`config.mk`:
```
export PLATFORM = sky130hd
export DESIGN_NAME = lpcs_scheduler
export DESIGN_NICKNAME = d
export VERILOG_FILES = /design/src/hdl/lpcs_scheduler.v /design/src/hdl/lpcs_interval_counter.v
export VERILOG_INCLUDE_DIRS = /design/src /design/src/hdl
export SDC_FILE = /design/constraint.sdc
export NUM_CORES = 1
export LEC_CHECK = 0
export BUFFER_PORTS_ARGS = -buffer_cell sky130_fd_sc_hd__buf_4
export CORE_MARGIN = 2
export CORE_UTILIZATION = 60
export CTS_BUF_LIST = sky130_fd_sc_hd__clkbuf_4
export DETAILED_ROUTE_END_ITERATION = 16
export GPL_TIMING_DRIVEN = 0
export HOLD_SLACK_MARGIN = 0.02
export MAX_ROUTING_LAYER = met4
export PLACE_DENSITY = 0.86
export SYNTH_ARGS = -nofsm -noshare
export SYNTH_HDL_FRONTEND = slang
export SYNTH_SLANG_ARGS = --single-unit
```
`constraint.sdc`:
```
create_clock -name clock_in -period 10.1 [get_ports clock_in]
set_input_delay 0.505 -clock clock_in [delete_from_list [all_inputs] [get_ports clock_in]]
set_output_delay 0.505 -clock clock_in [all_outputs]
set_load 0.02 [all_outputs]
```
`src/hdl/lpcs_defines.vh`:
```
/*
 Constants for the low-power background calibration scheduler:
 register offsets, field positions, reset values and interval counts.
 Assumes inclusion by bare name from the design and verification files.
*/
`ifndef LPCS_DEFINES_VH
`define LPCS_DEFINES_VH

// Printed offsets are not all multiples of four: index, byte address = 4 x index
`define LPCS_IDX_LP_CFG 8'h6e
`define LPCS_IDX_GAIN 8'h7a
`define LPCS_IDX_REF 8'h7c
`define LPCS_IDX_TRIG 8'h6b
`define LPCS_IDX_SOFT 8'h6c
`define LPCS_IDX_STAT 8'h6d

// Field positions of the low-power config register and the reference trim
`define LPCS_SLEEP_HI 7
`define LPCS_SLEEP_LO 5
`define LPCS_SETTLE_HI 4
`define LPCS_SETTLE_LO 3
`define LPCS_RSVD_BIT 2
`define LPCS_TRIG_BIT 1
`define LPCS_EN_BIT 0
`define LPCS_REF_HI 3

// Reset values
`define LPCS_LP_CFG_RST 8'h88
`define LPCS_TRIG_RST 1'h0
`define LPCS_SOFT_RST 1'h1
`define LPCS_GAIN_RST 8'h00
`define LPCS_REF_RST 4'h0

// Interval counts in sampling-clock periods; code 7 needs bit 40
`define LPCS_CNT_W 41
`define LPCS_SLP0 41'h00000000480
`define LPCS_SLP1 41'h00000400080
`define LPCS_SLP2 41'h00002000080
`define LPCS_SLP3 41'h00010000080
`define LPCS_SLP4 41'h00080000080
`define LPCS_SLP5 41'h00400000080
`define LPCS_SLP6 41'h02000000080
`define LPCS_SLP7 41'h10000000080
`define LPCS_SET0 41'h00000000480
`define LPCS_SET1 41'h00002000080
`define LPCS_SET2 41'h00010000080
`define LPCS_SET3 41'h00080000080

`endif

```
`src/hdl/lpcs_scheduler.v`:
```
/*
 Low-power background calibration scheduler with its APB register file.
 Sleeps the offline core, wakes it, waits for settling, then asks the
 calibration engine to run. Assumes one clock (the sampling clock domain),
 a synchronous active-low reset, fuse values stable at reset release,
 and an asynchronous calibration trigger pin.
 The longest sleep code needs a 41-bit count, so the shared counter is
 that wide. A changed interval code only takes effect at the next load
 of the counter, so a running sleep or settle is never cut short.
 Read data is registered at the end of the setup cycle: the slave still
 answers with no wait state.
*/
// Function
// - sleep field 7:5 times autonomous sleep
// - sleep codes 0-3 map to counts
// - sleep codes 4-7 map; code 4 resets
// - settle field 4:3 waits after wake
// - settle codes map to counts; code 1 resets
// - trigger bit zero gives autonomous sleep
// - trigger mode sleeps while trigger high
// - enable bit gated by background enable
// - gain trim drives all cores together
// - reference trim 3:0, factory value readable
// - trims load from fuse memory
// - selector picks software bit or pin
`timescale 1ns/1ps
`include "lpcs_defines.vh"
module lpcs_scheduler #(
	parameter CNT_W = `LPCS_CNT_W
) (
	input wire clock_in,
	input wire rst_b_in,
	input wire psel_in,
	input wire penable_in,
	input wire pwrite_in,
	input wire [11:0] paddr_in,
	input wire [31:0] pwdata_in,
	input wire [3:0] pstrb_in,
	output wire [31:0] prdata_out,
	output wire pready_out,
	output wire pslverr_out,
	input wire background_cal_enable_in,
	input wire calibration_trigger_pin_in,
	input wire [7:0] fuse_gain_in,
	input wire [3:0] fuse_ref_in,
	input wire cal_done_in,
	output wire core_sleep_out,
	output wire cal_start_out,
	output wire [7:0] core_gain_adjust_out,
	output wire [3:0] reference_adjust_value_out
);
	// One-hot scheduler states; the status word shows the raw code
	localparam ST_IDLE = 5'b00001;
	localparam ST_SLEEP = 5'b00010;
	localparam ST_SETTLE = 5'b00100;
	localparam ST_CAL = 5'b01000;
	localparam ST_WAIT = 5'b10000;

	// Software-visible registers and the fuse-loaded flag
	reg [7:0] low_power_calibration_config;
	reg [7:0] core_gain_adjust;
	reg [3:0] reference_adjust_value;
	reg pin_trigger_select;
	reg software_trigger_level;
	reg fuse_loaded;

	// Trigger pin synchroniser
	reg trig_meta;
	reg trig_sync;

	// Scheduler state, read path and interval loads
	reg [4:0] state;
	reg [4:0] next_state;
	reg [31:0] rdata;
	reg [31:0] prdata;
	reg cal_start;
	reg core_sleep;
	reg [CNT_W-1:0] sleep_len;
	reg [CNT_W-1:0] settle_len;
	reg [CNT_W-1:0] cnt_len;
	reg cnt_start;

	// Decode and control wires
	wire cnt_busy;
	wire cnt_done;
	wire [9:0] word_idx;
	wire sel_cfg;
	wire sel_gain;
	wire sel_ref;
	wire sel_trig;
	wire sel_soft;
	wire sel_stat;
	wire [6:0] status_bits;
	wire addr_ok;
	wire wr_en;
	wire [2:0] sleep_interval_sel;
	wire [1:0] settle_interval_sel;
	wire trigger_driven_sleep;
	wire low_power_cal_enable;
	wire active;
	wire eff_trigger;

	assign sleep_interval_sel =
		low_power_calibration_config[`LPCS_SLEEP_HI:`LPCS_SLEEP_LO];
	assign settle_interval_sel =
		low_power_calibration_config[`LPCS_SETTLE_HI:`LPCS_SETTLE_LO];
	assign trigger_driven_sleep = low_power_calibration_config[`LPCS_TRIG_BIT];
	assign low_power_cal_enable = low_power_calibration_config[`LPCS_EN_BIT];
	// Low-power mode only counts while background calibration runs
	assign active = low_power_cal_enable && background_cal_enable_in;

	// Two-flop synchroniser for the trigger pin
	always @(posedge clock_in)
	begin
		if (!rst_b_in)
		begin
			trig_meta <= 1'b0;
			trig_sync <= 1'b0;
		end
		else
		begin
			trig_meta <= calibration_trigger_pin_in;
			trig_sync <= trig_meta;
		end
	end

	// Source select: the unused source is ignored entirely
	assign eff_trigger = pin_trigger_select ? trig_sync : software_trigger_level;

	// APB decode: word-aligned byte address, index = byte address / 4
	assign word_idx = paddr_in[11:2];
	assign sel_cfg = (word_idx == {2'h0, `LPCS_IDX_LP_CFG});
	assign sel_gain = (word_idx == {2'h0, `LPCS_IDX_GAIN});
	assign sel_ref = (word_idx == {2'h0, `LPCS_IDX_REF});
	assign sel_trig = (word_idx == {2'h0, `LPCS_IDX_TRIG});
	assign sel_soft = (word_idx == {2'h0, `LPCS_IDX_SOFT});
	assign sel_stat = (word_idx == {2'h0, `LPCS_IDX_STAT});
	// Unmapped words answer with an error and change nothing
	assign addr_ok = sel_cfg || sel_gain || sel_ref || sel_trig || sel_soft || sel_stat;
	assign wr_en = psel_in && penable_in && pwrite_in && pstrb_in[0];
	assign pready_out = 1'b1;
	assign pslverr_out = psel_in && penable_in && !addr_ok;

	// Control registers; a write in the fuse-copy cycle is dropped like the trims
	always @(posedge clock_in)
	begin
		if (!rst_b_in)
		begin
			low_power_calibration_config <= `LPCS_LP_CFG_RST;
			pin_trigger_select <= `LPCS_TRIG_RST;
			software_trigger_level <= `LPCS_SOFT_RST;
		end
		else if (wr_en && fuse_loaded)
		begin
			if (sel_cfg)
				low_power_calibration_config <= pwdata_in[7:0];
			if (sel_trig)
				pin_trigger_select <= pwdata_in[0];
			if (sel_soft)
				software_trigger_level <= pwdata_in[0];
		end
	end

	// Trims: loaded from fuses in the cycle after reset, then software owned
	always @(posedge clock_in)
	begin
		if (!rst_b_in)
		begin
			core_gain_adjust <= `LPCS_GAIN_RST;
			reference_adjust_value <= `LPCS_REF_RST;
			fuse_loaded <= 1'b0;
		end
		else if (!fuse_loaded)
		begin
			// Fuse copy wins over any early write so factory value is seen first
			core_gain_adjust <= fuse_gain_in;
			reference_adjust_value <= fuse_ref_in;
			fuse_loaded <= 1'b1;
		end
		else if (wr_en)
		begin
			if (sel_gain)
				core_gain_adjust <= pwdata_in[7:0];
			if (sel_ref)
				reference_adjust_value <= pwdata_in[`LPCS_REF_HI:0];
		end
	end

	// Read mux; reserved reference bits read zero
	always @*
	begin
		rdata = 32'h00000000;
		case (word_idx)
			{2'h0, `LPCS_IDX_LP_CFG}: rdata = {24'h000000, low_power_calibration_config};
			{2'h0, `LPCS_IDX_GAIN}: rdata = {24'h000000, core_gain_adjust};
			{2'h0, `LPCS_IDX_REF}: rdata = {28'h0000000, reference_adjust_value};
			{2'h0, `LPCS_IDX_TRIG}: rdata = {31'h00000000, pin_trigger_select};
			{2'h0, `LPCS_IDX_SOFT}: rdata = {31'h00000000, software_trigger_level};
			{2'h0, `LPCS_IDX_STAT}: rdata = {25'h0, status_bits};
			default: rdata = 32'h00000000;
		endcase
	end

	// Status word: counter running, effective trigger, raw one-hot state
	assign status_bits = {cnt_busy, eff_trigger, state};

	// Read data captured at the end of setup; a flop, not the mux, drives the bus
	always @(posedge clock_in)
	begin
		if (!rst_b_in)
		begin
			prdata <= 32'h00000000;
		end
		else if (psel_in && !penable_in)
		begin
			// Writes return zero so stale read data never lingers on the bus
			prdata <= pwrite_in ? 32'h00000000 : rdata;
		end
		else if (!psel_in)
		begin
			prdata <= 32'h00000000;
		end
	end
	assign prdata_out = prdata;

	// Sleep code to count
	always @*
	begin
		case (sleep_interval_sel)
			3'h0: sleep_len = `LPCS_SLP0;
			3'h1: sleep_len = `LPCS_SLP1;
			3'h2: sleep_len = `LPCS_SLP2;
			3'h3: sleep_len = `LPCS_SLP3;
			3'h4: sleep_len = `LPCS_SLP4;
			3'h5: sleep_len = `LPCS_SLP5;
			3'h6: sleep_len = `LPCS_SLP6;
			default: sleep_len = `LPCS_SLP7;
		endcase
	end

	// Settle code to count
	always @*
	begin
		case (settle_interval_sel)
			2'h0: settle_len = `LPCS_SET0;
			2'h1: settle_len = `LPCS_SET1;
			2'h2: settle_len = `LPCS_SET2;
			default: settle_len = `LPCS_SET3;
		endcase
	end

	// One shared counter: sleep and settle never overlap
	lpcs_interval_counter #(
		.W(CNT_W)
	) u_counter (
		.clock_in(clock_in),
		.rst_b_in(rst_b_in),
		.start_in(cnt_start),
		.abort_in(!active),
		.length_in(cnt_len),
		.busy_out(cnt_busy),
		.done_out(cnt_done)
	);

	// Scheduler next state and counter loads
	always @*
	begin
		next_state = state;
		cnt_start = 1'b0;
		cnt_len = sleep_len;
		case (state)
			ST_IDLE:
			begin
				if (active)
				begin
					next_state = ST_SLEEP;
					if (!trigger_driven_sleep)
						cnt_start = 1'b1;
				end
			end
			ST_SLEEP:
			begin
				// Trigger mode ignores the sleep count and waits for trigger low
				if (trigger_driven_sleep ? !eff_trigger : cnt_done)
				begin
					next_state = ST_SETTLE;
					cnt_start = 1'b1;
					cnt_len = settle_len;
				end
			end
			ST_SETTLE:
			begin
				if (cnt_done)
					next_state = ST_CAL;
			end
			// One cycle only: the start pulse is registered from next_state, so it is high in this state
			ST_CAL:
				next_state = ST_WAIT;
			ST_WAIT:
			begin
				// The engine may take as long as it needs; no timeout here
				if (cal_done_in)
				begin
					next_state = ST_SLEEP;
					if (!trigger_driven_sleep)
						cnt_start = 1'b1;
				end
			end
			default:
				next_state = ST_IDLE;
		endcase
		// Leaving low-power mode drops everything back to idle
		if (!active)
		begin
			next_state = ST_IDLE;
			cnt_start = 1'b0;
		end
	end

	// State register and registered calibration start pulse
	always @(posedge clock_in)
	begin
		if (!rst_b_in)
		begin
			state <= ST_IDLE;
			cal_start <= 1'b0;
			core_sleep <= 1'b0;
		end
		else
		begin
			state <= next_state;
			cal_start <= (next_state == ST_CAL);
			core_sleep <= (next_state == ST_SLEEP);
		end
	end

	assign core_sleep_out = core_sleep;
	assign cal_start_out = cal_start;
	assign core_gain_adjust_out = core_gain_adjust;
	assign reference_adjust_value_out = reference_adjust_value;
endmodule

```
`src/hdl/lpcs_interval_counter.v`:
```
/*
 Down counter for one interval: loads on start, flags done at terminal
 count. Assumes start is a one-cycle pulse on clock_in.
*/
`timescale 1ns/1ps
module lpcs_interval_counter #(
	parameter W = 40
) (
	input wire clock_in,
	input wire rst_b_in,
	input wire start_in,
	input wire abort_in,
	input wire [W-1:0] length_in,
	output wire busy_out,
	output wire done_out
);
	reg [W-1:0] remaining;
	reg running;

	// One step per sampling-clock period
	always @(posedge clock_in)
	begin
		if (!rst_b_in || abort_in)
		begin
			remaining <= {W{1'b0}};
			running <= 1'b0;
		end
		else if (start_in)
		begin
			remaining <= length_in - {{(W-1){1'b0}}, 1'b1};
			running <= 1'b1;
		end
		else if (running)
		begin
			remaining <= remaining - {{(W-1){1'b0}}, 1'b1};
			if (remaining == {W{1'b0}})
				running <= 1'b0;
		end
	end

	assign busy_out = running;
	assign done_out = running && (remaining == {W{1'b0}});
endmodule

```
# Word-level counts from Yosys, hierarchy flattened
# Cells that the tools add are included.
# classes
add_sub_neg,2
n_eq_ne,25
reduce_logical,28
n_mux,32
# ops
cell,n
case mux 41 bit (7 select lines),1
2-to-1 mux 41 bit,4
2-to-1 mux 32 bit,3
case mux 32 bit (3 select lines),1
subtractor 41 x 1 -> 41 bit (second input constant),2
equality test 10 x 7 -> 1 bit (second input constant),6
case mux 8 bit (6 select lines),1
zero test 41 bit,1
case mux 5 bit (5 select lines),1
2-to-1 mux 8 bit,3
2-to-1 mux 5 bit,4
2-to-1 mux 4 bit,3
equality test 5 x 2 -> 1 bit (second input constant),2
equality test 5 x 4 -> 1 bit (second input constant),2
2-to-1 mux 1 bit,10
AND reduction 2 bit,5
equality test 3 bit (second input constant),3
logical AND 1 bit,8
inequality test 2 x 1 -> 1 bit (second input constant),4
equality test 3 x 2 -> 1 bit (second input constant),2
logical OR 1 bit,6
equality test 5 x 1 -> 1 bit (second input constant),1
equality test 5 x 3 -> 1 bit (second input constant),1
equality test 5 bit (second input constant),1
8 further kinds,12
# totals
out_inout_bits,48
inputBits,68
word_cells,101
reg_bits,106

# Depth between registers and ports, before layout
# Gate-level depths: netlist (run 1).
# depth
depth_word,8
mapped_depth,17
depth_no_buf,13

# Cells and area by module
# Synthesis (run 1) repeated with hierarchy kept, for this count alone.
# hier_totals
cells_unflattened,730
hier_area_um2,5858.1
# by_module_without_submodules
mod,instances,cells_per_inst,seq_area_each_um2,area_per_inst_um2
lpcs_interval_counter,1,453,840.8,3543.4
lpcs_scheduler,1,277,800.8,2314.7

# Worst setup path after synthesis (run 1)
# Ideal clock, no wire load.
# synth_timing
kind,register -> register
start,register u_counter.remaining[23]
end,register u_counter.remaining[34]
synth_period_minus_slack_ps,4440
n_path_buf,3
stages_incl_launch_ff,17
setup_time_ps,120
t_arrival_ps,4320
path_slack_ps,5660
required_time_ps,9980
cell_sequence,dfxtp_1 or4_4 nand3b_1 or4_4 o31ai_4 o21ai_1 clkbuf_1 clkbuf_1 nand2_1 ha_1 clkbuf_1 nand2_1 nor3_1 nand3_1 nor3b_4 a21oi_1 o31a_1
# synth_between
elab_chain_cells,7
elab_cells_between_ends,13
classes_between,add/sub: 2; mux: 8; reduce/logical: 3
# synth_lines
element,line,text
from (decl),lpcs_interval_counter.v:17,reg [W-1:0] remaining;
from (signal assigned),lpcs_interval_counter.v:25,remaining <= {W{1'b0}};
from (signal assigned),lpcs_interval_counter.v:30,"remaining <= length_in - {{(W-1){1'b0}}, 1'b1};"
from (signal assigned),lpcs_interval_counter.v:35,"remaining <= remaining - {{(W-1){1'b0}}, 1'b1};"
zero test 41 bit,lpcs_interval_counter.v:42,assign done_out = running && (remaining == {W{1'b0}});
logical AND 1 bit,lpcs_interval_counter.v:42,
2-to-1 mux 1 bit,lpcs_scheduler.v:284,if (trigger_driven_sleep ? !eff_trigger : cnt_done)
2-to-1 mux 41 bit or 2-to-1 mux 1 bit (tied branches),lpcs_scheduler.v:284,
2-to-1 mux 41 bit or case mux 1 bit (3 select lines) (tied branches),lpcs_scheduler.v:271,case (state)
subtractor 41 x 1 -> 41 bit or 2-to-1 mux 1 bit (tied branches),"lpcs_interval_counter.v:30, lpcs_scheduler.v:313",
2-to-1 mux 41 bit or nonzero test 2 bit (tied branches),-,
# Several ways; a longest one is shown, not always the timed one. The select of a mux whose other input is x is not followed.
# A chain may end at the register's enable or synchronous reset.

# Worst setup path after layout (run 1)
# layout_timing
start,register u_counter.remaining[15]
end,register u_counter.remaining[34]
# Same word-level chain as after synthesis.

==> impl_results.rst, run 1 <==
.. list-table::
   :header-rows: 1

   * - Metric
     - Value
   * - Maximum clock rate
     - 171 MHz
   * - Area enclosed by the die boundary
     - 8570 um2
   * - Port Buffer Count
     - 61
   * - Top_reg_cell synth
     - dfxtp_1
   * - Total number of H-tree levels
     - 3
   * - Share of total power consumed by net switching
     - 0.271
   * - Final Skew
     - 0.0170 ns
   * - Static Leakage
     - 2.24 nW
   * - Global Route Usage Sum
     - 0.333
   * - I/O Pins
     - 116
   * - Post-layout min period
     - 5.86 ns
   * - Sequential cell area fraction in the yosys report
     - 0.349
   * - Most frequent cells in the layout
     - buf_4 (86), dfxtp_1 (82), nor2_1 (73)
   * - Starting density of the core
     - 0.616
   * - Critical Path Max Stage Delay
     - 0.66 ns
   * - Number of gates given a new drive strength after cts
     - 0
   * - Synth warnings
     - 0
   * - Final antenna diode count
     - 0
   * - Area after detailed placement
     - 5380 um2
   * - Wirelength per Cell
     - 17.1 um
   * - Final Hold Vio Count
     - 0
   * - Critical path capture point type
     - register
   * - Row cnt
     - 32
   * - Data required time of the critical path
     - 10.47 ns
   * - Worst slew pin tran
     - 1.13 ns
   * - Final Net Count
     - 757
   * - Number of sinks driven by the clock tree
     - 82
   * - Starting DRT DRC Count
     - 368
   * - Post-synthesis instance total
     - 593
   * - Cell with the largest stage delay on the worst path
     - or4_4
   * - Power per standard cell area
     - 108 nW/um2
   * - Final total negative setup slack
     - 0 ns
   * - DRC
     - 0
   * - Area growth syn-to-layout
     - 17.4%
   * - Type of the most critical hold path
     - input pin to register
   * - NetSw
     - 0.000162 W
   * - Total routed wirelength
     - 13600 um
   * - Number of synthesized flops with an enable pin
     - 0
   * - Post-layout power
     - 0.000597 W
   * - GPL Wtd Cong
     - 0.953
   * - Synth Register Bits
     - 82
   * - Via count
     - 4755
   * - Root buffer cell
     - clkbuf_4
   * - Count of fill cells added during filler insertion
     - 615
   * - Power share of the sequential group
     - 0.554
   * - Normalized max-slew margin
     - 0.243
   * - Global-route wire length before repair
     - 21900 um
   * - Number of slew-limit violations in the final report
     - 0
   * - Count of hold-fix buffers inserted at cts
     - 0
   * - Number of detailed-route iterations in the first pass
     - 6
   * - Run status
     - complete, no violations
   * - Critical path fanouts, max
     - 10
   * - Aggregate global routing overflow
     - 0
   * - Clock tree from TritonCTS
     - yes
   * - Num CTS Buffers
     - 9
   * - Number of nets still failing antenna checks after routing
     - 0
   * - Area of the core region
     - 7650 um2
   * - Internal power
     - 0.000435 W
   * - Die height
     - 92.6 um
   * - Number of global-route vias before repair
     - 4536
   * - Most common library cell in the layout ignoring fill and taps
     - buf_4
   * - Crit path arrival time
     - 6.24 ns
   * - Syn Std Cell Area
     - 4710 um2
   * - Share of power burned in combinational logic
     - 0.091
   * - Average size of a mapped cell
     - 7.94 um2
   * - Category of the most critical setup path
     - register to register
   * - Clock insertion delay at the later pin of the skew report
     - 0.47 ns
   * - Die boundary width
     - 92.6 um
   * - Vias per inst
     - 5.98
   * - Number of antenna violations at the first check in global routing
     - 0
   * - Number of different library cells in the post-synthesis netlist
     - 61
   * - Clock network fraction of design power
     - 0.355
   * - Worst-path cell chain
     - nor4_1 > nand3_1 > or4_4 > o31ai_4 > o21ai_1 > clkbuf_1 > clkbuf_1 > nand2_1 > ha_1 > clkbuf_1 > nand2_1 > nor3_1 > nand3_1 > nor3b_4 > a21oi_1 > o31a_1
   * - Kind of launch point of the worst setup path
     - register
   * - Maximum number of pins on one net before global-route repair
     - 16
   * - Ratio of cells with drive above 1 in the final layout
     - 0.167
   * - FFs w/ async S/R, synth
     - 0
   * - Detailed Place HPWL
     - 10400 um
   * - Post-CTS Setup Bufs
     - 0
   * - Cell seen most often among critical-path stages
     - clkbuf_1
   * - Max-cap violations
     - 0
   * - Maximum vdd drop
     - 0.0741 mV
   * - Non-Filler Cell Area, Final
     - 5530 um2
   * - Max clock buf depth
     - 2
   * - Clock-pin slew on the worst setup and hold paths
     - 0.15 ns
   * - Unrepaired setup endpoints after global routing
     - false
   * - Final setup violation count
     - 0
   * - Share of the clock period used by the worst path
     - 0.581
==> final timing paths <==
check / depth (start not counted) / slack, ns / end / start
worst max register to register: 16 / 4.24 / u_counter.remaining[34]$_SDFFE_PP0P_ / u_counter.remaining[15]$_SDFFE_PP0P_
worst max-delay path: 16 / 4.24 / u_counter.remaining[34]$_SDFFE_PP0P_ / u_counter.remaining[15]$_SDFFE_PP0P_
worst min register to register: 1 / 0.46 / trig_sync$_SDFF_PN0_ / trig_meta$_SDFF_PN0_
worst min-delay path: 1 / 0.19 / fuse_loaded$_DFF_P_ / rst_b_in
==> cells in the mapped netlist, types with 16 or more instances <==
cell type  number  area (um2)
nor2b_1        18         113
o21ai_0        28         140
nand2_1        64         240
nor4_1         17         106
a21oi_1        32         160
xor2_1         16         140
nor2_1         73         274
dfxtp_1        82        1640
nand3_1        22         110
mux2i_1        24         240
nor3_1         23         115
buf_4          25         188
clkbuf_1       26        97.6
==> critical path, delay by kind of cell (launching register included) <==
| kind | cells | cell delay [ns] |
|---|---|---|
| DFF | 1 | 0.38 |
| adders and majority gates | 1 | 0.14 |
| buffers and inverters | 3 | 1.00 |
| AOI/OAI and AO/OA | 4 | 1.17 |
| and+or+nand+nor | 8 | 3.08 |
==> through the flow <==
stage | setup slack [ns] | hold slack, ns | utilization | instances
CTS | 4.34 | 0.201 | 0.723 | 795
global placement | 4.38 | 0.426 | 0.704 | 779
finish | 4.24 | 0.193 | 0.723 | 795
detailed placement | 4.36 | 0.425 | 0.704 | 779
floorplan | 5.66 | 0.412 | - | 616
global route | 3.88 | 0.180 | 0.723 | 795
==> per-layer routing <==
metal  wire (um)  GRT usage  vias to the layer above
met4         485      0.159                        0
met2        6720      0.582                      273
met1        5250      0.370                     2157
met3        1160     0.0578                       56
li1            -          -                     2269
met5           0          -                        -
==> cell type report <==
type,count,area [um2],share of cell area
tap,102,128,0.0231
clock inverter,6,72.6,0.0131
buffer,54,298,0.0539
clock buffer,10,75.1,0.0136
multi-input combinational,474,2830,0.512
sequential,82,1640,0.297
timing repair buffer,61,458,0.0828
inverter,6,22.5,0.00407
==> power groups by stage <==
stage               logic (W)  clock network (W)  registers, W
floorplan           0.0000270                  0      0.000341
global placement    0.0000520                  0      0.000337
detailed placement  0.0000533                  0      0.000337
CTS                 0.0000534           0.000210      0.000330
global route        0.0000577           0.000226      0.000331
finish              0.0000541           0.000212      0.000331
==> logic make-up (layout without fill, tap and decap cells) <==
logic type      Yosys count  after routing  synth area share
fa+ha+maj                 1              1           0.00266
flops                    82             82             0.349
other cells               2             25           0.00160
mux                      24             24            0.0510
xor+xnor                 31             31            0.0577
buf+inv                  60            137            0.0680
compound gates          124            124             0.183
simple gates            269            269             0.287
==> state kept, by name, summed over array words and instances, names as in the netlist <==
name,count
reference_adjust_value_out,4
state,5
u_counter.busy_out,1
u_counter.remaining,41
core_gain_adjust_out,8
core_sleep_out,1
prdata_out,8
low_power_calibration_config,8
trig_sync,1
trig_meta,1
pin_trigger_select,1
cal_start_out,1
fuse_loaded,1
software_trigger_level,1
Note: power is estimated with default switching activity, not from simulation.
==> inputs of run 2 (changes only) <==
--- a/config.mk
+++ b/config.mk
@@ -6,15 +6,16 @@
 export SDC_FILE = /design/constraint.sdc
 export NUM_CORES = 1
 export LEC_CHECK = 0
+export ABC_AREA = 1
 export BUFFER_PORTS_ARGS = -buffer_cell sky130_fd_sc_hd__buf_4
 export CORE_MARGIN = 2
-export CORE_UTILIZATION = 60
+export CORE_UTILIZATION = 57
 export CTS_BUF_LIST = sky130_fd_sc_hd__clkbuf_4
 export DETAILED_ROUTE_END_ITERATION = 16
 export GPL_TIMING_DRIVEN = 0
 export HOLD_SLACK_MARGIN = 0.02
 export MAX_ROUTING_LAYER = met4
-export PLACE_DENSITY = 0.86
+export PLACE_DENSITY = 0.81
 export SYNTH_ARGS = -nofsm -noshare
 export SYNTH_HDL_FRONTEND = slang
 export SYNTH_SLANG_ARGS = --single-unit
==> constraint.sdc (replaced) <==
create_clock -name clock_in -period 5.9 [get_ports clock_in]
set_input_delay 0.295 -clock clock_in [delete_from_list [all_inputs] [get_ports clock_in]]
set_output_delay 0.295 -clock clock_in [all_outputs]
set_load 0.02 [all_outputs]
==> run 2 against run 1 <==
Against the previous run: critical path depth increased by 6; utilization is 4.7 points lower; final cell count increased by 33%; via count is 24% higher; die area up 17%; worst hold slack got worse by 0.10 ns; sequential power is 70% higher; clock power is 100% higher; count of clock-buffer cells in the layout stayed put; global-route usage up 0.35 points; setup slack worse by 2.3 ns.
==> impl_results.rst, run 2 <==
.. list-table::
   :header-rows: 1

   * - Metric
     - Value
   * - Final total negative setup slack
     - 0 ns
   * - Most common library cell in the layout ignoring fill and taps
     - nand2_1
   * - Area enclosed by the die boundary
     - 10000 um2
   * - Clock-pin slew on the worst setup and hold paths
     - 0.15 ns
   * - Root buffer cell
     - clkbuf_4
   * - Crit path arrival time
     - 4.32 ns
   * - Area of the multi-input gates
     - 2990 um2
   * - Die boundary width
     - 100 um
   * - Top cell type's share of synthesized area
     - 0.312
   * - Type of the most critical hold path
     - input pin to register
   * - Wirelength per Cell
     - 15.1 um
   * - Average size of a mapped cell
     - 6.23 um2
   * - GPL Wtd Cong
     - 1.04
   * - Number of placed instances with taps included
     - 1039
   * - Maximum clock rate
     - 254 MHz
   * - Area growth syn-to-layout
     - 17.0%
   * - Maximum vdd drop
     - 0.109 mV
   * - Category of the most critical setup path
     - register to register
   * - Synth Register Bits
     - 82
   * - Number of different library cells in the post-synthesis netlist
     - 47
   * - Total routed wirelength
     - 16000 um
   * - Final Net Count
     - 1011
   * - Num CTS Buffers
     - 9
   * - Area of the core region
     - 9110 um2
   * - Clock insertion delay at the later pin of the skew report
     - 0.45 ns
   * - Final Skew
     - 0.0183 ns
   * - Post-synthesis instance total
     - 844
   * - Unrepaired setup endpoints after global routing
     - false
   * - Starting DRT DRC Count
     - 610
   * - Critical Path Max Stage Delay
     - 0.33 ns
   * - Number of nets still failing antenna checks after routing
     - 0
   * - Critical path capture point type
     - register
   * - Most frequent cells in the layout
     - nand2_1 (232), nor2_1 (115), inv_1 (109)
   * - Die height
     - 100 um
   * - Post-layout min period
     - 3.94 ns
   * - Clock tree from TritonCTS
     - yes
   * - Leading area contributor after synthesis
     - dfxtp_1
   * - Port Buffer Count
     - 61
   * - Flip-flop count of the largest register, all copies and words added
     - 41
   * - Cell seen most often among critical-path stages
     - nand2_1
   * - Sequential cell area fraction in the yosys report
     - 0.312
   * - Max-cap violations
     - 0
   * - Number of detailed-route iterations in the first pass
     - 9
   * - Number of global-route vias before repair
     - 5330
   * - Global Route Usage Sum
     - 0.337
   * - Vias per inst
     - 5.56
   * - Cell with the largest stage delay on the worst path
     - dfxtp_1
   * - Most instantiated library cell after synthesis
     - nand2_1
   * - Number of antenna violations at the first check in global routing
     - 0
   * - FFs w/ async S/R, synth
     - 0
   * - Max clock buf depth
     - 2
   * - Count of fill cells added during filler insertion
     - 851
   * - Length in cells of the worst reg-to-reg path
     - 22
   * - Data required time of the critical path
     - 6.28 ns
   * - Starting density of the core
     - 0.577
   * - Power per standard cell area
     - 177 nW/um2
   * - Kind of launch point of the worst setup path
     - register
   * - Detailed Place HPWL
     - 12600 um
   * - Static Leakage
     - 3.21 nW
   * - Leading post-synthesis cells by instance count
     - nand2_1 (232), nor2_1 (115), inv_1 (109)
   * - I/O Pins
     - 116
   * - Top_reg_cell synth
     - dfxtp_1
   * - Via count
     - 5878
   * - Worst slew pin tran
     - 0.698 ns
   * - Post-route non-filler standard cell count
     - 1058
   * - Global-route wire length before repair
     - 25700 um
   * - Final Hold Vio Count
     - 0
   * - Aggregate global routing overflow
     - 0
   * - Number of sinks driven by the clock tree
     - 82
   * - Worst hold stages
     - 3
   * - Final antenna diode count
     - 0
   * - Critical path fanouts, max
     - 10
   * - Share of the clock period used by the worst path
     - 0.668
   * - Normalized max-slew margin
     - 0.535
   * - Syn Std Cell Area
     - 5260 um2
   * - Ratio of cells with drive above 1 in the final layout
     - 0.150
   * - Total number of H-tree levels
     - 3
   * - Number of slew-limit violations in the final report
     - 0
   * - Row cnt
     - 35
   * - Maximum number of pins on one net before global-route repair
     - 15
   * - Run status
     - complete, no violations
   * - Number of synthesized flops with an enable pin
     - 0
   * - Synth warnings
     - 0
   * - Worst-path cell chain
     - nor2_1 > nand4_1 > nor2_1 > nand3_2 > nand2_2 > nand3_4 > nand2_4 > nand2_4 > buf_6 > buf_6 > buf_6 > clkbuf_1 > nand2_1 > ha_1 > nand3_1 > nor2_4 > nand2_1 > inv_1 > nand3_1 > nand2_1 > nand2_1 > nor2_1
   * - Final setup violation count
     - 0
   * - Top area cells in the synthesized netlist
     - dfxtp_1 (31%), nand2_1 (17%), nor2_1 (8.2%)
   * - DRC
     - 0
   * - Area used by sequential logic in the layout
     - 1640 um2
   * - Register containing the most flip-flops in the final layout
     - u_counter.remaining
[run 2: changes by cell type after synthesis, moves of 17 or more]
cell     previous run  this run
nor2_1             73       115
nand2_1            64       232
a21oi_1            32        49
nor2b_1            18         0
inv_1               6       109
nand3_1            22        46
mux2i_1            24         0
[run 2: what timing repair did]
action | CTS | global route
setup buffers | 0 | 0
hold buffers | 2 | 0
setup endpoints to repair | 0 | 0
endpoints found under the hold margin | 2 | 0
gates resized for setup | 0 | 0
[run 2: cells by family after synthesis]
| logic type | synth area share |
|---|---|
| other | 0.00143 |
| AOI/OAI and AO/OA | 0.155 |
| DFF | 0.312 |
| buffers and inverters | 0.137 |
| xor gates and xnor gates | 0.00666 |
| and+or+nand+nor | 0.386 |
| adders and majority gates | 0.00238 |
[run 2: through the flow]
| stage | setup slack, ns | total power (W) | utilization | area (um2) | hold slack [ns] |
|---|---|---|---|---|---|
| 4_1_cts | 2.07 | 0.00109 | 0.675 | 6150 | 0.0843 |
| 5_1_grt | 1.70 | 0.00112 | 0.676 | 6160 | 0.0948 |
| 6_report | 1.96 | 0.00109 | 0.676 | 6160 | 0.0927 |
| 2_1_floorplan | 2.93 | 0.000630 | - | 5350 | 0.323 |
| 3_3_place_gp | 2.15 | 0.000665 | 0.652 | 5940 | 0.401 |
| 3_5_place_dp | 2.12 | 0.000666 | 0.652 | 5940 | 0.416 |
[run 2: per-layer routing]
layer	global-route usage	routed length [um]	vias to the layer above
met5	-	0	-
met1	0.463	7260	2677
met2	0.509	7000	287
met3	0.0522	1370	35
li1	-	-	2879
met4	0.115	342	0
[run 2: final timing paths]
kind	start	end	slack (ns)
hold reg to reg	trig_meta$_SDFF_PN0_	trig_sync$_SDFF_PN0_	0.45
setup / recovery	u_counter.remaining[32]$_SDFFE_PP0P_	u_counter.remaining[26]$_SDFFE_PP0P_	1.96
hold / removal	cal_done_in	state[4]$_SDFF_PN0_	0.09
setup reg to reg	u_counter.remaining[32]$_SDFFE_PP0P_	u_counter.remaining[26]$_SDFFE_PP0P_	1.96
[run 2: critical path, delay by kind of cell, from the launching register on]
| kind | cells | cell delay [ns] |
|---|---|---|
| flip-flops | 1 | 0.33 |
| AND/OR/NAND/NOR | 16 | 2.40 |
| buffers and inverters | 5 | 0.92 |
| adder cells (fa/ha/maj) | 1 | 0.24 |
[run 2: layout make-up]
class,count,share of cell area
clock buffer,10,0.0122
clock inverter,6,0.0183
buffer,44,0.0478
multi-input combinational,628,0.485
sequential,82,0.267
tap,111,0.0226
timing repair buffer,64,0.0785
inverter,113,0.0689
[run 2: power breakdown]
| group | switching [W] | total [W] | internal (W) |
|---|---|---|---|
| logic | 0.0000501 | 0.0000923 | 0.0000422 |
| registers | 0.00000461 | 0.000564 | 0.000560 |
| clock network | 0.000213 | 0.000434 | 0.000222 |
